### src/common/irqpg_pkg.sv
// Summary of operation
// - In Normal or Stop mode an interrupt drives the pin low for one pulse width.
// - The pin stays high at least the gap time between two pulses.
// - Raising a pulse never changes the operating mode.
// - Outside Init mode the pin is push-pull, driving both levels actively.
// - A mask enables each of six status groups; each group ORs its flags.
// - Except on Stop entry, wake flags raise interrupts only when the input is a wake source.
// - Wake sources: bus wake, wake pins, cyclic timers, brake flags when braking enabled.
// - Group path and wake path both active; either can trigger a pulse.
// - Supply undervolt, short, overvolt and stage-two shutdown raise no interrupt.
// - The power-on flag never causes a pulse.
// - Uncleared serial-frame or checksum errors cause periodic repeat pulses.
// - Clearing the periodic enable bit stops repeat pulses.
// - No pulses in Restart, Fail-Safe or Sleep mode.
// - Entering Stop with wake or brake flags still set gives a pulse.
// - Readable status registers update as each pulse starts, one cycle before the pin falls.
// - Event flags stay latched until the host clears them.
// - In Init mode the pin selects software development mode entry.
// - Events together or during a low pulse merge into that pulse.
package irqpg_pkg;
  localparam int NSTAT = 7;
  // status group indices, also register order
  localparam int G_SUP = 0;
  localparam int G_THERM = 1;
  localparam int G_BUS = 2;
  localparam int G_HS = 3;
  localparam int G_BRIDGE = 4;
  localparam int G_DEV = 5;
  localparam int G_WAKE = 6;
  localparam logic [7:0] OFS_CTRL = 8'h00;
  localparam logic [7:0] OFS_WAKE_EN = 8'h04;
  localparam logic [7:0] OFS_STAT0 = 8'h08;
  localparam logic [7:0] OFS_LAST = 8'h20;
  localparam int CTRL_CYC_BIT = 8;
  localparam int CTRL_BRK_BIT = 9;
  localparam int DEV_SEL_BIT = 8;
  localparam logic [9:0] CTRL_RESET = 10'h13F;
  localparam logic [7:0] WAKE_EN_RESET = 8'h00;
  localparam logic [7:0] SUP_IRQ_MASK = 8'hF0;
  localparam logic [7:0] THERM_IRQ_MASK = 8'hFE;
  localparam logic [7:0] DEV_IRQ_MASK = 8'h03;
  localparam logic [7:0] ALL_IRQ_MASK = 8'hFF;
  localparam logic [7:0] BRK_MASK = 8'h0F;
  localparam logic [2:0] MODE_INIT = 3'h0;
  localparam logic [2:0] MODE_NORMAL = 3'h1;
  localparam logic [2:0] MODE_STOP = 3'h2;
  localparam logic [2:0] MODE_SLEEP = 3'h3;
  localparam logic [2:0] MODE_RESTART = 3'h4;
  localparam logic [2:0] MODE_FAILSAFE = 3'h5;
  localparam int IRQ_PULSE_CYC = 16;
  localparam int IRQ_GAP_CYC = 8;
  localparam int IRQ_PERIOD_CYC = 2000;
  typedef enum logic [1:0] {ST_IDLE, ST_LOW, ST_GAP} irqpg_state_t;

  function automatic logic [7:0] irq_mask(input int g);
    case (g)
      G_SUP: irq_mask = SUP_IRQ_MASK;
      G_THERM: irq_mask = THERM_IRQ_MASK;
      G_DEV: irq_mask = DEV_IRQ_MASK;
      default: irq_mask = ALL_IRQ_MASK;
    endcase
  endfunction
endpackage

### src/verilog/irqpg_pulse.sv
`timescale 1ns/1ps
module irqpg_pulse #(
  parameter int PULSE_CYC = irqpg_pkg::IRQ_PULSE_CYC,
  parameter int GAP_CYC = irqpg_pkg::IRQ_GAP_CYC
) (
  input wire logic pclk, // clock
  input wire logic presetn, // async reset, active low
  input wire logic req, // pending pulse request
  output logic start, // pulse accepted, the cycle before low rises
  output logic low // pulse in progress
);
  import irqpg_pkg::*;
  irqpg_state_t state;
  logic [15:0] cnt;
  logic [15:0] low_run;
  logic [15:0] high_run;

  assign start = (state == ST_IDLE) && req;
  assign low = (state == ST_LOW);

  always_ff @(posedge pclk or negedge presetn) begin
    if (!presetn) begin
      state <= ST_IDLE;
      cnt <= 16'h0000;
    end else begin
      unique case (state)
        ST_IDLE: begin
          if (req) begin
            state <= ST_LOW;
            cnt <= 16'h0000;
          end
        end
        ST_LOW: begin
          if (cnt == 16'(PULSE_CYC - 1)) begin
            state <= ST_GAP;
            cnt <= 16'h0000;
          end else begin
            cnt <= cnt + 16'h0001;
          end
        end
        ST_GAP: begin
          if (cnt == 16'(GAP_CYC - 1)) begin
            state <= ST_IDLE;
          end else begin
            cnt <= cnt + 16'h0001;
          end
        end
      endcase
    end
  end

  ////////////////////////////////////////////////////////////////////////////
  // helper counters read only by assertions
  always_ff @(posedge pclk or negedge presetn) begin
    if (!presetn) begin
      low_run <= 16'h0000;
      high_run <= 16'hFFFF;
    end else begin
      low_run <= low ? low_run + 16'h0001 : 16'h0000;
      high_run <= low ? 16'h0000 : ((high_run == 16'hFFFF) ? high_run : high_run + 16'h0001);
    end
  end
endmodule

### src/verilog/irqpg_top.sv
`timescale 1ns/1ps
module irqpg_top #(
  parameter int PULSE_CYC = irqpg_pkg::IRQ_PULSE_CYC,
  parameter int GAP_CYC = irqpg_pkg::IRQ_GAP_CYC,
  parameter int PERIOD_CYC = irqpg_pkg::IRQ_PERIOD_CYC
) (
  input wire logic pclk, // 125 MHz clock
  input wire logic presetn, // async reset, active low
  input wire logic psel, // apb select
  input wire logic penable, // apb enable
  input wire logic pwrite, // apb direction
  input wire logic [7:0] paddr, // apb byte address
  input wire logic [31:0] pwdata, // apb write data
  output logic [31:0] prdata, // apb read data
  output logic pready, // apb ready
  output logic pslverr, // apb error, unmapped address
  input wire logic [2:0] mode, // device operating mode
  input wire logic [7:0] supply_set, // supply event set pulses
  input wire logic [7:0] thermal_flags_set, // thermal event set pulses
  input wire logic [7:0] bus_set, // bus event set pulses
  input wire logic [7:0] high_side_fault_flags_set, // high-side event set pulses
  input wire logic [7:0] bridge_drain_source_flags_set, // bridge event set pulses
  input wire logic [7:0] device_flags_set, // device event set pulses
  input wire logic [7:0] wake_event_flags_set, // wake event set pulses
  input wire logic irq_n_pin_i, // pin level seen from outside
  output logic irq_n_pin_o, // pin drive value, active low
  output logic irq_n_pin_oe // pin drive enable
);
  import irqpg_pkg::*;

  logic [NSTAT-1:0][7:0] ev;
  logic [NSTAT-1:0][7:0] live;
  logic [NSTAT-1:0][7:0] shown;
  logic [NSTAT-1:0][7:0] new_bits;
  logic [NSTAT-1:0][7:0] clr;
  logic [9:0] ctrl;
  logic [7:0] wake_en;
  logic [2:0] mode_q;
  logic sync1;
  logic sync2;
  logic dev_select;
  logic pend;
  logic start;
  logic pulse_low;
  logic allow;
  logic [5:0] grp_new;
  logic wake_new;
  logic brk_new;
  logic stop_entry;
  logic cyc_pending;
  logic cyc_fire;
  logic [15:0] cyc_cnt;
  logic trig;
  logic ack_go;
  logic wr_commit;
  logic [3:0] wr_idx;
  logic [31:0] rd_data;
  logic rd_hit;

  function automatic logic [3:0] stat_idx(input logic [7:0] a);
    if (a >= OFS_STAT0 && a <= OFS_LAST && a[1:0] == 2'b00) begin
      stat_idx = 4'(3'(a[7:2] - OFS_STAT0[7:2]));
    end else begin
      stat_idx = 4'hF;
    end
  endfunction

  assign ev[G_SUP] = supply_set;
  assign ev[G_THERM] = thermal_flags_set;
  assign ev[G_BUS] = bus_set;
  assign ev[G_HS] = high_side_fault_flags_set;
  assign ev[G_BRIDGE] = bridge_drain_source_flags_set;
  assign ev[G_DEV] = device_flags_set;
  assign ev[G_WAKE] = wake_event_flags_set;

  ////////////////////////////////////////////////////////////////////////////
  // apb slave: one wait state, so data and error come from flops

  assign ack_go = psel && penable && !pready;
  assign wr_commit = psel && penable && pready && pwrite && !pslverr;
  assign wr_idx = stat_idx(paddr);

  always_comb begin
    rd_data = 32'h0000_0000;
    rd_hit = 1'b1;
    if (paddr == OFS_CTRL) begin
      rd_data[9:0] = ctrl;
    end else if (paddr == OFS_WAKE_EN) begin
      rd_data[7:0] = wake_en;
    end else if (stat_idx(paddr) != 4'hF) begin
      rd_data[7:0] = shown[stat_idx(paddr)];
      if (stat_idx(paddr) == 4'(G_DEV)) begin
        rd_data[DEV_SEL_BIT] = dev_select;
      end
    end else begin
      rd_hit = 1'b0;
    end
  end

  always_ff @(posedge pclk or negedge presetn) begin
    if (!presetn) begin
      pready <= 1'b0;
      prdata <= 32'h0000_0000;
      pslverr <= 1'b0;
    end else begin
      pready <= ack_go;
      pslverr <= ack_go && !rd_hit;
      if (ack_go && !pwrite) begin
        prdata <= rd_data;
      end
    end
  end

  always_ff @(posedge pclk or negedge presetn) begin
    if (!presetn) begin
      ctrl <= CTRL_RESET;
      wake_en <= WAKE_EN_RESET;
    end else if (wr_commit) begin
      if (paddr == OFS_CTRL) begin
        ctrl <= pwdata[9:0];
      end
      if (paddr == OFS_WAKE_EN) begin
        wake_en <= pwdata[7:0];
      end
    end
  end

  ////////////////////////////////////////////////////////////////////////////
  // sticky status; writing one clears a bit, a same-cycle event wins

  generate
    for (genvar g = 0; g < NSTAT; g++) begin : g_clr
      assign clr[g] = (wr_commit && wr_idx == 4'(g)) ? pwdata[7:0] : 8'h00;
      assign new_bits[g] = ev[g] & ~live[g];
    end
  endgenerate

  always_ff @(posedge pclk or negedge presetn) begin
    if (!presetn) begin
      live <= '0;
    end else begin
      for (int g = 0; g < NSTAT; g++) begin
        live[g] <= (live[g] & ~clr[g]) | ev[g];
      end
    end
  end

  // host view is refreshed only when a pulse starts, so a read between
  // pulses sees one coherent picture of what the pulse announced
  always_ff @(posedge pclk or negedge presetn) begin
    if (!presetn) begin
      shown <= '0;
    end else begin
      for (int g = 0; g < NSTAT; g++) begin
        if (start) begin
          shown[g] <= ((live[g] & ~clr[g]) | ev[g]);
        end else begin
          shown[g] <= shown[g] & ~clr[g];
        end
      end
    end
  end

  ////////////////////////////////////////////////////////////////////////////
  // trigger sources

  generate
    for (genvar g = 0; g < 6; g++) begin : g_grp
      // excluded restart and power-on bits never reach the OR
      assign grp_new[g] = ctrl[g] && |(new_bits[g] & irq_mask(g));
    end
  endgenerate

  assign wake_new = |(new_bits[G_WAKE] & wake_en);
  assign brk_new = ctrl[CTRL_BRK_BIT] && |(new_bits[G_BRIDGE] & BRK_MASK);

  // mode is only observed here, never driven by this block
  assign allow = (mode == MODE_NORMAL) || (mode == MODE_STOP);
  assign stop_entry = (mode == MODE_STOP) && (mode_q != MODE_STOP) &&
                      ((|live[G_WAKE]) ||
                       (ctrl[CTRL_BRK_BIT] && |(live[G_BRIDGE] & BRK_MASK)));

  assign trig = (|grp_new) || wake_new || brk_new || stop_entry || cyc_fire;

  always_ff @(posedge pclk or negedge presetn) begin
    if (!presetn) begin
      mode_q <= MODE_INIT;
    end else begin
      mode_q <= mode;
    end
  end

  // events seen while pulse_low is set fold into that pulse; events in
  // the gap wait as one request for the next pulse
  always_ff @(posedge pclk or negedge presetn) begin
    if (!presetn) begin
      pend <= 1'b0;
    end else if (!allow) begin
      pend <= 1'b0;
    end else begin
      pend <= (pend && !start) || (trig && !pulse_low && !start);
    end
  end

  ////////////////////////////////////////////////////////////////////////////
  // periodic repeat while frame or checksum errors stay uncleared

  assign cyc_pending = allow && ctrl[CTRL_CYC_BIT] && |(live[G_DEV] & DEV_IRQ_MASK);
  assign cyc_fire = cyc_pending && (cyc_cnt == 16'(PERIOD_CYC - 1));

  always_ff @(posedge pclk or negedge presetn) begin
    if (!presetn) begin
      cyc_cnt <= 16'h0000;
    end else if (!cyc_pending || start || cyc_fire) begin
      cyc_cnt <= 16'h0000;
    end else begin
      cyc_cnt <= cyc_cnt + 16'h0001;
    end
  end

  ////////////////////////////////////////////////////////////////////////////
  // pulse timing and pin

  irqpg_pulse #(
    .PULSE_CYC(PULSE_CYC),
    .GAP_CYC(GAP_CYC)
  ) u_pulse (
    .pclk(pclk),
    .presetn(presetn),
    .req(pend && allow),
    .start(start),
    .low(pulse_low)
  );

  // in init the pin is released so the strap level can be read back
  always_ff @(posedge pclk or negedge presetn) begin
    if (!presetn) begin
      irq_n_pin_o <= 1'b1;
      irq_n_pin_oe <= 1'b0;
    end else begin
      irq_n_pin_oe <= (mode != MODE_INIT);
      irq_n_pin_o <= !(pulse_low && allow);
    end
  end

  always_ff @(posedge pclk or negedge presetn) begin
    if (!presetn) begin
      sync1 <= 1'b1;
      sync2 <= 1'b1;
    end else begin
      sync1 <= irq_n_pin_i;
      sync2 <= sync1;
    end
  end

  // a low pin seen during init asks for development mode entry
  always_ff @(posedge pclk or negedge presetn) begin
    if (!presetn) begin
      dev_select <= 1'b0;
    end else if (mode == MODE_INIT) begin
      dev_select <= !sync2;
    end
  end
endmodule

### config.mk
export PLATFORM = sky130hd
export DESIGN_NAME = irqpg_top
export DESIGN_NICKNAME = d
export VERILOG_FILES = /design/src/common/irqpg_pkg.sv /design/src/verilog/irqpg_pulse.sv /design/src/verilog/irqpg_top.sv
export SDC_FILE = /design/constraint.sdc
export NUM_CORES = 1
export LEC_CHECK = 0
export ABC_AREA = 1
export BUFFER_PORTS_ARGS = -buffer_cell sky130_fd_sc_hd__buf_2
export CAP_MARGIN = 20
export CORE_UTILIZATION = 40
export CTS_CLUSTER_SIZE = 30
export DETAILED_ROUTE_END_ITERATION = 12
export HOLD_SLACK_MARGIN = 0.03
export PLACE_DENSITY = 0.61
export SETUP_SLACK_MARGIN = 0.2
export SLEW_MARGIN = 5
export SYNTH_ARGS = -nofsm -noshare
export SYNTH_HDL_FRONTEND = slang
export SYNTH_SLANG_ARGS = --single-unit
export TNS_END_PERCENT = 30
### constraint.sdc
create_clock -name pclk -period 1.66 [get_ports pclk]
set_input_delay 0.083 -clock pclk [delete_from_list [all_inputs] [get_ports pclk]]
set_output_delay 0.083 -clock pclk [all_outputs]
set_load 0.005 [all_outputs]
; ---- Word level (Yosys, flattened, before mapping)
; Index checks and enable logic that the tools add are counted.
[totals]
latchBits = 0
mem_bits_rw = 0
wordCells = 215
mem_bits_ro = 0
n_memories = 0
regBits = 185
[op_classes]
muxes = 41
n_reduce_logical = 75
shifts = 0
div_mod_pow = 0
addsub = 3
multipliers = 0
bitwise = 43
eq_ne = 21
magnitude_cmp = 3
[ops]
columns = op, count
row1 = $and 8x8->8, 21
row2 = $mux 8, 16
row3 = $not 8->8, 13
row4 = $mux 16, 4
row5 = $or 8x8->8, 7
row6 = $pmux 16 s3, 1
row7 = $reduce_or 8->1, 5
row8 = $logic_and 1x1->1, 35
row9 = $add 16x1->16 const B, 2
row10 = $bmux 8 s3, 1
row11 = $mux 4, 6
row12 = $mux 9, 2
row13 = $eq 16x11->1 const B, 1
row14 = $eq 16x3->1 const B, 1
row15 = $eq 16x4->1 const B, 1
row16 = $eq 4x3->1 const B, 4
row17 = $reduce_or 4->1, 3
row18 = $logic_not 1->1, 9
row19 = $logic_or 1x1->1, 9
row20 = $eq 4x2->1 const B, 2
row21 = $eq 8x3->1 const B, 1
row22 = $ge 8x4->1 const B, 1
row23 = $le 8x6->1 const B, 1
row24 = $logic_not 8->1, 1
row25 = other kinds (25), 39

; ---- Longest topological paths before layout
; Gate-level depths: netlist of run 1.
[depth]
ltp_word = 15
ltp_mapped = 14
mapped_depth_nobuf = 14

; ---- Hierarchy
; Synthesis of run 1 repeated with hierarchy kept, for this count alone.
[hier_totals]
hier_cells = 1210
hier_area_um2 = 9407.8
[by_module_without_submodules]
columns = module, n_inst, cells_each, area_each_um2, seq_area_each_um2
row1 = irqpg_top, 1, 1006, 8029.0, 4191.5
row2 = irqpg_pulse, 1, 204, 1378.8, 450.4

; ---- Least setup slack after synthesis of run 1
; No wires, ideal clock.
[synth_path]
path_kind = reg2reg
startpoint = reg u_pulse.cnt[1]
endpoint = reg u_pulse.cnt[12]
required_time_ns = 1.572
setup_ns = 0.088
period_less_slack_ns = 1.668
path_slack_ns = -0.008
arrival_ns = 1.580
path_stages_with_launch = 10
n_path_buf = 0
cell_sequence = dfrtp_1 ha_1 nand2_1 nor3_1 nand3_1 nand2_2 inv_2 nand2_1 inv_1 nor3b_1
[synth_via]
elab_chain_len = 3
[synth_rtl]
columns = element, line_no
row1 = "start, declared", irqpg_pulse.sv:14  ; logic [15:0] cnt;
row2 = "start signal, assigned", irqpg_pulse.sv:38  ; cnt <= cnt + 16'h0001;
row3 = "start signal, assigned", irqpg_pulse.sv:45  ; cnt <= cnt + 16'h0001;
row4 = "$add 16x1->16, or another cell as far along", "irqpg_pulse.sv:38, irqpg_pulse.sv:45"
row5 = "$mux 16, or another cell as far along", irqpg_pulse.sv:42  ; if (cnt == 16'(GAP_CYC - 1)) begin
row6 = $pmux 16 s3 / $reduce_and 2->1 (equally long branches), -
; Parallel ways exist; a longest one is shown, timed or not. The select of a mux whose other input is x is not followed.
; A chain may end at the register's enable or synchronous reset.

; ---- Final worst setup path of run 1
[layout_path]
startpoint = reg pready
endpoint = reg shown[35] (netlist name)
[layout_via]
elab_chain_len = 9
[layout_rtl]
columns = element, line_no
row1 = "start, declared", irqpg_top.sv:15  ; output logic pready,
row2 = "start signal, assigned", irqpg_top.sv:106  ; pready <= ack_go;
row3 = $logic_and 1x1->1 * (3 in a row), irqpg_top.sv:80  ; assign wr_commit = psel && penable && pready && pwrite && !pslverr;
row4 = $logic_and 1x1->1 *, irqpg_top.sv:133  ; assign clr[g] = (wr_commit && wr_idx == 4'(g)) ? pwdata[7:0] : 8'h00;
row5 = $mux 8 *, irqpg_top.sv:133
row6 = $not 8->8 *, "irqpg_top.sv:156, irqpg_top.sv:158"
row7 = $and 8x8->8, irqpg_top.sv:156  ; shown[g] <= ((live[g] & ~clr[g]) | ev[g]);
row8 = $or 8x8->8, irqpg_top.sv:156
row9 = $mux 8 *, irqpg_top.sv:155  ; if (start) begin
row10 = "end signal, assigned by index", irqpg_top.sv:156
row11 = "end signal, assigned by index", irqpg_top.sv:158  ; shown[g] <= shown[g] & ~clr[g];
row12 = "end, declared", irqpg_top.sv:33  ; logic [NSTAT-1:0][7:0] shown;
; Mark *: on every way between the ends. The rest lies on a longest branch, timed or not.

==> results.json, run 1 <==
{
  "status": "finished, violations left",
  "violations": "setup timing",
  "path_clk_slew_ps": 70,
  "drive_gt1_share_pct": 31.2,
  "crit_fanout": 8,
  "cts_tree": "done",
  "synth.cell_area_mm2": 0.00920,
  "pin_count": 141,
  "ys_warn_count": 0,
  "fmax_mhz": 585,
  "synth_cell_types": 38,
  "dp_hpwl_um": 19600,
  "fin_crit_ps": 1710,
  "setup_ws_ps": -48.1,
  "seq_area_frac_synth_pct": 50.5,
  "ir_drop_mv": 0.977,
  "cts-root-buf": "clkbuf_16",
  "dieArea_mm2": 0.0236,
  "leakage_uw": 0.00629,
  "synth_top_area_share_pct": 47.6,
  "switching_share_pct": 31.3,
  "initial_core_util_pct": 40.8,
  "diodes": 0,
  "cts_buffer_depth": 2,
  "min_path_type": "primary input to flip-flop",
  "dieHeight_um": 154,
  "synthTopCellsByArea": "dfrtp_1, nand2_1, inv_1",
  "avgSynthCellArea_um2": 7.72,
  "drt_first_pass_iters": 5,
  "track_usage_pct": 24.1,
  "clk_latency_ps": 440,
  "p_comb_share_pct": 20.9,
  "worst_setup_path_end_kind": "flip-flop",
  "grt_pass1_wl_um": 44000,
  "cp_top_family": "simple AND/OR/NAND/NOR gates",
  "vias_per_cell": 5.01,
  "die_x_um": 154,
  "power_frac_clock_pct": 33.1,
  "finalSetupViolations": 40,
  "wl_um": 27800,
  "final_nets": 1533,
  "cp_num_buf_inv": 2,
  "ys_seq_elements": 185,
  "max_cap_viol_count": 0,
  "grt_max_degree": 62,
  "port_buffers": 96,
  "cts.sinks": 185,
  "overflow": 0,
  "finalHoldViolations": 0,
  "tightest_slew_ps": 579,
  "clock_skew_ps": 12.8,
  "cp_slowest_cell": "or3_4",
  "slowest_delay_ps": 400,
  "core_mm2": 0.0226,
  "vias": 8614,
  "slew_violations": 0,
  "utilization_pct": 57.8,
  "remaining_drc_errors": 0,
  "slew_headroom_pct": 61.4,
  "postRouteAntennaNets": 0,
  "antenna_found_initial": 0,
  "cellInternalPower_uw": 8650,
  "htree_levels": 4,
  "row_count": 55,
  "cp.required_ps": 1990,
  "crit_chain": "nand2_1, or3_4, clkinv_8, nand2_8, nor2_4, buf_12, nand2_8, a21oi_4, o21ai_1",
  "whs_ps": 22.7,
  "power_uw": 12600,
  "grt_pass1_vias": 8340,
  "start_kind": "flip-flop",
  "gp_routability_congestion": 0.923,
  "area_delta_synth_final_pct": 41.8,
  "ys.flop_type": "dfrtp_1",
  "synthArstFlopShare_pct": 100,
  "synthCells": 1191,
  "cts_buffers": 17,
  "drt_iter0_drc": 441,
  "synth_edf_count": 0,
  "p_seq_share_pct": 46.0,
  "p_switching_uw": 3940,
  "crit_type": "flip-flop to flip-flop",
  "detail_route.wl_per_cell_um": 16.2,
  "rsz0062_at_grt": "true",
  "crit_arrival_ps": 2040,
  "fin_crit_sh_pct": 103,
  "yosys.area.top_type": "dfrtp_1",
  "place_ws_ps": -231,
  "power.density_mw_per_mm2": 965,
  "critPathMostFrequentCell": "nand2_8"
}
## power by group through the flow
stage / sequential (uW) / clock (uW) / combinational [uW]
after CTS: 5780 / 4220 / 2550
after global routing: 5860 / 4390 / 2950
after global placement: 5850 / 0 / 2090
after detailed placement: 5840 / 0 / 2140
after floorplan: 5580 / 0 / 1400
final: 5790 / 4170 / 2630
## final cells by class
cell class | count | area [um^2]
Tap cell | 285 | 357
Multi-Input combinational cell | 807 | 4820
Inverter | 170 | 663
Clock buffer | 21 | 460
Timing Repair Buffer | 241 | 1970
Sequential cell | 185 | 4650
Fill cell | 1992 | 9530
Clock inverter | 11 | 135
## sequential cells by signal, indices dropped and copies added (netlist names), 2 cells and up
name	count
cyc_cnt	16
u_pulse.state	2
mode_q	3
live	56
u_pulse.cnt	16
ctrl	10
shown	56
wake_en	8
prdata	10
## layer usage
metal	GRT usage, %	up-vias	part of all wire (%)
li1	-	4203	-
met1	31.7	4152	44
met2	40.5	200	49
met3	4.20	59	3.9
met4	7.57	0	3.2
met5	0	-	0
## timing repair
action,4_1_cts,5_1_grt
hold buffers,64,0
pin swaps,57,76
endpoints found under the setup margin,167,172
resized for setup,153,128
buffers inserted,8,6
endpoints found under the hold margin,287,0
## cell usage in the layout, fill, tap and decap left out, drive strengths merged
cell | Yosys | final
or3 | 1 | 1
buf | 27 | 176
o22ai | 5 | 5
nor2 | 117 | 117
bufinv | 0 | 2
dlymetal6s4s | 0 | 1
a21boi | 1 | 1
o31ai | 1 | 1
clkinv | 1 | 4
clkinvlp | 0 | 2
o211a | 1 | 1
o21ai | 93 | 93
dlygate4sd3 | 0 | 63
or2 | 7 | 7
nand2 | 335 | 335
xor2 | 8 | 8
ha | 6 | 6
nand4 | 18 | 18
a21oi | 54 | 54
nand3 | 98 | 98
o21bai | 1 | 1
nor3b | 2 | 2
nor4 | 4 | 4
clkbuf | 23 | 22
mux2 | 2 | 2
dfrtp | 175 | 175
nand3b | 2 | 2
dfstp | 10 | 10
a32oi | 1 | 1
a31oi | 1 | 1
nor3 | 27 | 27
conb | 1 | 22
inv | 169 | 173
## final timing paths
path,slack [ps],start,cells past startpoint,to
min in group asynchronous,150,presetn,2,live[38]$_DFF_PN0_
max in group asynchronous,870,presetn,3,live[18]$_DFF_PN0_
max reg2reg,-50,pready$_DFF_PN0_,9,shown[35]$_DFF_PN0_
min reg2reg,360,sync1$_DFF_PN1_,0,sync2$_DFF_PN1_
min,20,mode[0],2,mode_q[0]$_DFF_PN0_
max,-50,pready$_DFF_PN0_,9,shown[35]$_DFF_PN0_
## cell usage after synthesis, types with 2 or more instances
cell type  instances
inv_2              6
o21ai_1           22
buf_4             23
nor2_4             8
nor3b_1            2
dfrtp_1          175
inv_1            163
nand4_1           15
or2_2              7
xor2_1             8
nor2_1           106
mux2_2             2
ha_1               6
o22ai_1            5
clkbuf_1          23
nand2_2            6
dfstp_2           10
nand4_2            3
o21ai_0           71
nor3_1            27
nor4_1             4
nand3b_1           2
buf_2              4
nand2_1          328
a21oi_1           54
nand3_1           97
nor2_2             3
## metrics by stage
step           setup TNS (ps)  instances  area [um^2]
4_1_cts                 -3860       1714        12500
6_report                 -776       1720        13000
2_1_floorplan               0       1212         9430
3_3_place_gp           -12980       1610        10600
3_5_place_dp           -13420       1610        10600
5_1_grt                 -6190       1720        13000
## logic make-up after synthesis
kind of cell	count (synthesis)	synth area share, %
adders and majority gates	6	0.816
and+or+nand+nor	611	28.8
DFF	185	50.5
buffers and inverters	220	9.97
xor gates and xnor gates	8	0.762
muxes	2	0.245
other	1	0.0408
AOI/OAI and AO/OA	158	8.85
(Power assumes the default switching activity.)
==> inputs of run 2 (changes only) <==
--- a/config.mk
+++ b/config.mk
@@ -8,11 +8,11 @@
 export ABC_AREA = 1
 export BUFFER_PORTS_ARGS = -buffer_cell sky130_fd_sc_hd__buf_2
 export CAP_MARGIN = 20
-export CORE_UTILIZATION = 40
+export CORE_UTILIZATION = 57
 export CTS_CLUSTER_SIZE = 30
 export DETAILED_ROUTE_END_ITERATION = 12
-export HOLD_SLACK_MARGIN = 0.03
-export PLACE_DENSITY = 0.61
+export HOLD_SLACK_MARGIN = 0.1
+export PLACE_DENSITY = 0.79
 export SETUP_SLACK_MARGIN = 0.2
 export SLEW_MARGIN = 5
 export SYNTH_ARGS = -nofsm -noshare
==> constraint.sdc (replaced) <==
create_clock -name pclk -period 1.6 [get_ports pclk]
set_input_delay 0.08 -clock pclk [delete_from_list [all_inputs] [get_ports pclk]]
set_output_delay 0.08 -clock pclk [all_outputs]
set_load 0.005 [all_outputs]
==> results.json, run 2 (synthesized netlist as in run 1, its figures left out) <==
{
  "status": "finished, violations left",
  "violations": "setup timing",
  "cts.sinks": 185,
  "area_delta_synth_final_pct": 42.3,
  "switching_share_pct": 33.4,
  "dieArea_mm2": 0.0167,
  "dieHeight_um": 129,
  "final_nets": 1575,
  "track_usage_pct": 35.4,
  "die_x_um": 129,
  "fin_crit_sh_pct": 115,
  "crit_fanout": 8,
  "critPathMostFrequentCell": "nand2_1",
  "min_path_type": "primary input to asynchronous set/reset pin",
  "drt_first_pass_iters": 6,
  "path_clk_slew_ps": 70,
  "p_seq_share_pct": 44.6,
  "cts_buffer_depth": 2,
  "slowest_delay_ps": 390,
  "cellInternalPower_uw": 9040,
  "cp_slowest_cell": "or3_4",
  "remaining_drc_errors": 0,
  "gp_routability_congestion": 0.975,
  "grt_pass1_vias": 9069,
  "port_buffers": 96,
  "overflow": 0,
  "clk_latency_ps": 450,
  "reg2reg_depth": 10,
  "final_cell_mix": "nand2_1, dfrtp_1, inv_1",
  "wl_um": 32400,
  "fin_crit_ps": 1840,
  "power_frac_clock_pct": 31.9,
  "grt_max_degree": 53,
  "r2r-end": "shown[5]$_DFF_PN0_",
  "dp_hpwl_um": 18300,
  "setup_ws_ps": -236,
  "r2r_start": "pready$_DFF_PN0_",
  "crit_type": "flip-flop to flip-flop",
  "final_common_cell": "nand2_1",
  "drt_iter0_drc": 1106,
  "clock_skew_ps": 12.9,
  "postRouteAntennaNets": 0,
  "drive_gt1_share_pct": 33.0,
  "pin_count": 141,
  "slew_violations": 0,
  "cts-root-buf": "clkbuf_16",
  "crit_chain": "nand2_1, or3_4, inv_8, nand2_8, nor2_4, nand2_1, nand2_1, nand2_1, nand2_1, nand2_1",
  "cts_buffers": 17,
  "p_comb_share_pct": 23.5,
  "worst_setup_path_end_kind": "flip-flop",
  "crit_arrival_ps": 2170,
  "cp.required_ps": 1940,
  "rsz0062_at_grt": "true",
  "whs_ps": 137,
  "fmax_mhz": 545,
  "fill_cells": 837,
  "ir_drop_mv": 1.18,
  "vias_per_cell": 5.80,
  "core_mm2": 0.0158,
  "start_kind": "flip-flop",
  "power.density_mw_per_mm2": 1040,
  "finalHoldViolations": 0,
  "fin_setup_tns_ps": -10830,
  "top_regs": "live x56, shown x56",
  "detail_route.wl_per_cell_um": 19.1,
  "crit_path_start": "pready$_DFF_PN0_",
  "vias": 9822,
  "initial_core_util_pct": 58.1,
  "row_count": 46,
  "max_cap_viol_count": 0,
  "leakage_uw": 0.00635,
  "finalSetupViolations": 134,
  "htree_levels": 4,
  "p_switching_uw": 4530,
  "grt_pass1_wl_um": 44400,
  "crit_path_end": "shown[5]$_DFF_PN0_",
  "cts_tree": "done",
  "reg2reg_slack_ps": -240,
  "antenna_found_initial": 0,
  "diodes": 0
}
[run 2: cell types whose count changed in the layout (fill, tap and decap cells not counted), moves of 6 or more]
cell,previous run,this run
a21oi_4,18,3
buf_4,56,79
a21oi_2,20,35
nand2_2,59,79
buf_6,10,17
nand2_1,231,237
nand2_4,37,16
dlygate4sd3_1,63,76
nor2_4,14,21
[run 2: how the worst min path moves through the flow]
stage	startpoint	endpoint	slack, ps	depth (start not counted)
2_1_floorplan	presetn	ctrl[6]$_DFFE_PN0P_	-220	0
3_3_place_gp	presetn	live[29]$_DFF_PN0_	50	1
3_5_place_dp	presetn	live[29]$_DFF_PN0_	50	1
4_1_cts	presetn	shown[42]$_DFF_PN0_	150	2
5_1_grt	presetn	live[24]$_DFF_PN0_	170	2
6_report	presetn	live[24]$_DFF_PN0_	140	2
[run 2: timing repair]
action,4_1_cts,5_1_grt
hold buffers,76,2
cloned,0,2
resized for setup,100,168
endpoints found under the setup margin,173,175
pin swaps,32,61
endpoints found under the hold margin,320,2
setup buffers,6,22
[run 2: critical path: cells and delay by family (launching register included)]
kind                   cells  cell delay, ps
flip-flops                 1             350
AND/OR/NAND/NOR            9            1270
buffers and inverters      1             100
[run 2: cell type report]
type                            instances  area, um^2  share of cell area (%)
Timing Repair inverter                  2        12.5                  0.0956
Tap cell                              216         270                    2.06
Clock inverter                         15         165                    1.26
Clock buffer                           17         425                    3.25
Timing Repair Buffer                  281        2270                    17.4
Sequential cell                       185        4640                    35.5
Inverter                              170         661                    5.05
Multi-Input combinational cell        807        4640                    35.4
[run 2: routing by layer]
| metal | track usage, % | share of wire [%] | vias to the layer above |
|---|---|---|---|
| met4 | 23.8 | 8.1 | 0 |
| li1 | - | - | 4277 |
| met2 | 57.4 | 47 | 686 |
| met3 | 6.81 | 9.5 | 223 |
| met5 | 0 | 0 | - |
| met1 | 43.5 | 35 | 4636 |
[run 2: through the flow]
stage | util (%) | total power (uW) | cells | setup WS (ps) | instance area [um^2]
floorplan | - | 7240 | 1212 | 43.3 | 9460
global placement | 66.9 | 8230 | 1553 | -182 | 10600
detailed placement | 66.9 | 8310 | 1553 | -214 | 10600
CTS | 78.1 | 13000 | 1667 | -94.8 | 12400
global route | 82.7 | 14000 | 1693 | -292 | 13100
finish | 82.7 | 13600 | 1693 | -236 | 13100
[run 2: power by group through the flow]
stage               clock (uW)  combinational, uW  sequential (uW)
floorplan                    0               1460             5790
detailed placement           0               2290             6020
CTS                       4290               2750             5960
global route              4500               3420             6070
finish                    4330               3180             6050
global placement             0               2200             6030
==> inputs of run 3 (changes only) <==
--- a/config.mk
+++ b/config.mk
@@ -11,8 +11,10 @@
 export CORE_UTILIZATION = 57
 export CTS_CLUSTER_SIZE = 30
 export DETAILED_ROUTE_END_ITERATION = 12
+export GPL_TIMING_DRIVEN = 0
 export HOLD_SLACK_MARGIN = 0.1
-export PLACE_DENSITY = 0.79
+export PLACE_DENSITY = 0.8
+export REMOVE_ABC_BUFFERS = 1
 export SETUP_SLACK_MARGIN = 0.2
 export SLEW_MARGIN = 5
 export SYNTH_ARGS = -nofsm -noshare
==> results.json, run 3 (synthesized netlist as in run 1, its figures left out) <==
{
  "status": "finished, violations left",
  "violations": "DRC, setup timing",
  "rsz0062_at_grt": "true",
  "overflow": 0,
  "leakage_uw": 0.00613,
  "start_kind": "flip-flop",
  "antenna_found_initial": 0,
  "cts-root-buf": "clkbuf_16",
  "reg2reg_slack_ps": -240,
  "whs_ps": 124,
  "setup_ws_ps": -245,
  "crit_chain": "inv_1, nand2_1, o21ai_0, nor2_1, nand2_1, nand2_1, nand2_1, nor2_1, nand3_1, nand2_1, a21oi_1",
  "utilization_pct": 80.5,
  "slowest_delay_ps": 410,
  "cp_slowest_cell": "dfrtp_1",
  "fill_cells": 868,
  "gp_routability_congestion": 0.944,
  "routedLengthMet1_um": 11500,
  "multi_input_area_mm2": 0.00478,
  "vias": 9801,
  "power_uw": 13400,
  "tightest_slew_ps": 685,
  "core_mm2": 0.0158,
  "grt_max_degree": 97,
  "row_count": 46,
  "remaining_drc_errors": 1,
  "worst_setup_path_end_kind": "flip-flop",
  "min_path_type": "primary input to flip-flop",
  "postRouteAntennaNets": 0,
  "max_cap_viol_count": 0,
  "critPathMostFrequentCell": "nand2_1",
  "fmax_mhz": 542,
  "dp_cells": 1476,
  "cellInternalPower_uw": 9040,
  "vias_per_cell": 6.02,
  "drive_gt1_share_pct": 29.9,
  "cp.required_ps": 1940,
  "slew_violations": 0,
  "slew_headroom_pct": 54.4,
  "finalHoldViolations": 0,
  "pin_count": 141,
  "area_delta_synth_final_pct": 38.5,
  "crit_arrival_ps": 2190,
  "die_x_um": 129,
  "final_area_mm2": 0.0127,
  "final_cells": 1627,
  "diodes": 0,
  "wl_met2_um": 15700,
  "grt_pass1_wl_um": 42900,
  "detail_route.wl_per_cell_um": 20.4,
  "final_cell_mix": "nand2_1, dfrtp_1, inv_1",
  "cp_num_buf_inv": 1,
  "clock_skew_ps": 14.9,
  "clk_latency_ps": 450,
  "top_layer": "met4",
  "cts_tree": "done",
  "fin_crit_ps": 1840,
  "dieArea_mm2": 0.0167,
  "dp_hpwl_um": 16200,
  "cp_top_family": "simple AND/OR/NAND/NOR gates",
  "drt_first_pass_iters": 10,
  "switching_share_pct": 32.6,
  "top_regs": "live x56, shown x56",
  "htree_levels": 4,
  "seqCellArea_mm2": 0.00464,
  "power_frac_clock_pct": 34.0,
  "p_switching_uw": 4370,
  "final_common_cell": "nand2_1",
  "wl_met3_um": 3450,
  "initial_core_util_pct": 58.1,
  "place_area_mm2": 0.00981,
  "p_comb_share_pct": 21.3,
  "final_nets": 1509,
  "crit_fanout": 2,
  "p_seq_share_pct": 44.7,
  "track_usage_pct": 34.0,
  "finalSetupViolations": 144,
  "cts.sinks": 185,
  "drt_iter0_drc": 1268,
  "wl_um": 33200,
  "grt_pass1_vias": 8625,
  "path_clk_slew_ps": 80,
  "fin_crit_sh_pct": 115,
  "dieHeight_um": 129,
  "ir_drop_mv": 1.02,
  "port_buffers": 96,
  "cts_buffers": 17,
  "cts_buffer_depth": 2,
  "crit_type": "flip-flop to flip-flop",
  "power.density_mw_per_mm2": 1050
}
[run 3: changes by cell type in the layout (fill, tap and decap cells not counted), sizes merged]
| cell | change |
|---|---|
| bufinv | +1 |
| clkinv | +1 |
| dlygate4sd3 | -3 |
| clkinvlp | -2 |
| dlymetal6s4s | -1 |
| inv | -1 |
| buf | -61 |
[run 3: tightest hold or removal path: stages]
cell	delay, ps
buf_2	240
nand2_4	120
a21oi_2	50
inv_1	40
[run 3: area by class of cell]
| cell class | count | share of cell area (%) |
|---|---|---|
| Clock buffer | 18 | 3.45 |
| Timing Repair Buffer | 215 | 13.5 |
| Multi-Input combinational cell | 807 | 37.5 |
| Tap cell | 216 | 2.12 |
| Sequential cell | 185 | 36.4 |
| Timing Repair inverter | 2 | 0.216 |
| Clock inverter | 14 | 1.45 |
| Inverter | 170 | 5.30 |
[run 3: power by group through the flow]
stage / Sequential (uW) / Combinational (uW) / Clock (uW)
after CTS: 5880 / 2470 / 4530
after floorplan: 5790 / 1280 / 0
after global routing: 6020 / 3120 / 4720
after global placement: 5920 / 1790 / 0
after detailed placement: 5940 / 1870 / 0
final: 6000 / 2860 / 4560
[run 3: final timing paths]
path | from | end | cells after the start
setup / recovery | live[24]$_DFF_PN0_ | pend$_DFF_PN0_ | 11
hold / removal | pwdata[2] | live[50]$_DFF_PN0_ | 4
setup reg to reg | live[24]$_DFF_PN0_ | pend$_DFF_PN0_ | 11
hold reg to reg | sync1$_DFF_PN1_ | sync2$_DFF_PN1_ | 0
max in group asynchronous | presetn | u_pulse.cnt[3]$_DFFE_PN0P_ | 3
min in group asynchronous | presetn | live[19]$_DFF_PN0_ | 2
[run 3: routing by layer]
layer | global-route usage [%] | up-vias
met2 | 56.3 | 769
met5 | 0 | -
met1 | 42.1 | 4614
li1 | - | 4158
met3 | 7.18 | 260
met4 | 18.3 | 0
[run 3: what timing repair did]
action / CTS / global route
setup buffers: 24 / 19
setup endpoints to repair: 175 / 175
gates resized for setup: 175 / 162
endpoints found under the hold margin: 239 / 1
pin swaps: 38 / 59
hold buffers: 73 / 1
gates cloned: 0 / 2
[run 3: per-stage QoR]
| step | setup TNS (ps) | setup slack [ps] |
|---|---|---|
| 2_1_floorplan | -64570 | -1030 |
| 3_3_place_gp | -648380 | -2510 |
| 6_report | -15640 | -245 |
| 4_1_cts | -8020 | -151 |
| 5_1_grt | -23460 | -368 |
| 3_5_place_dp | -79860 | -683 |
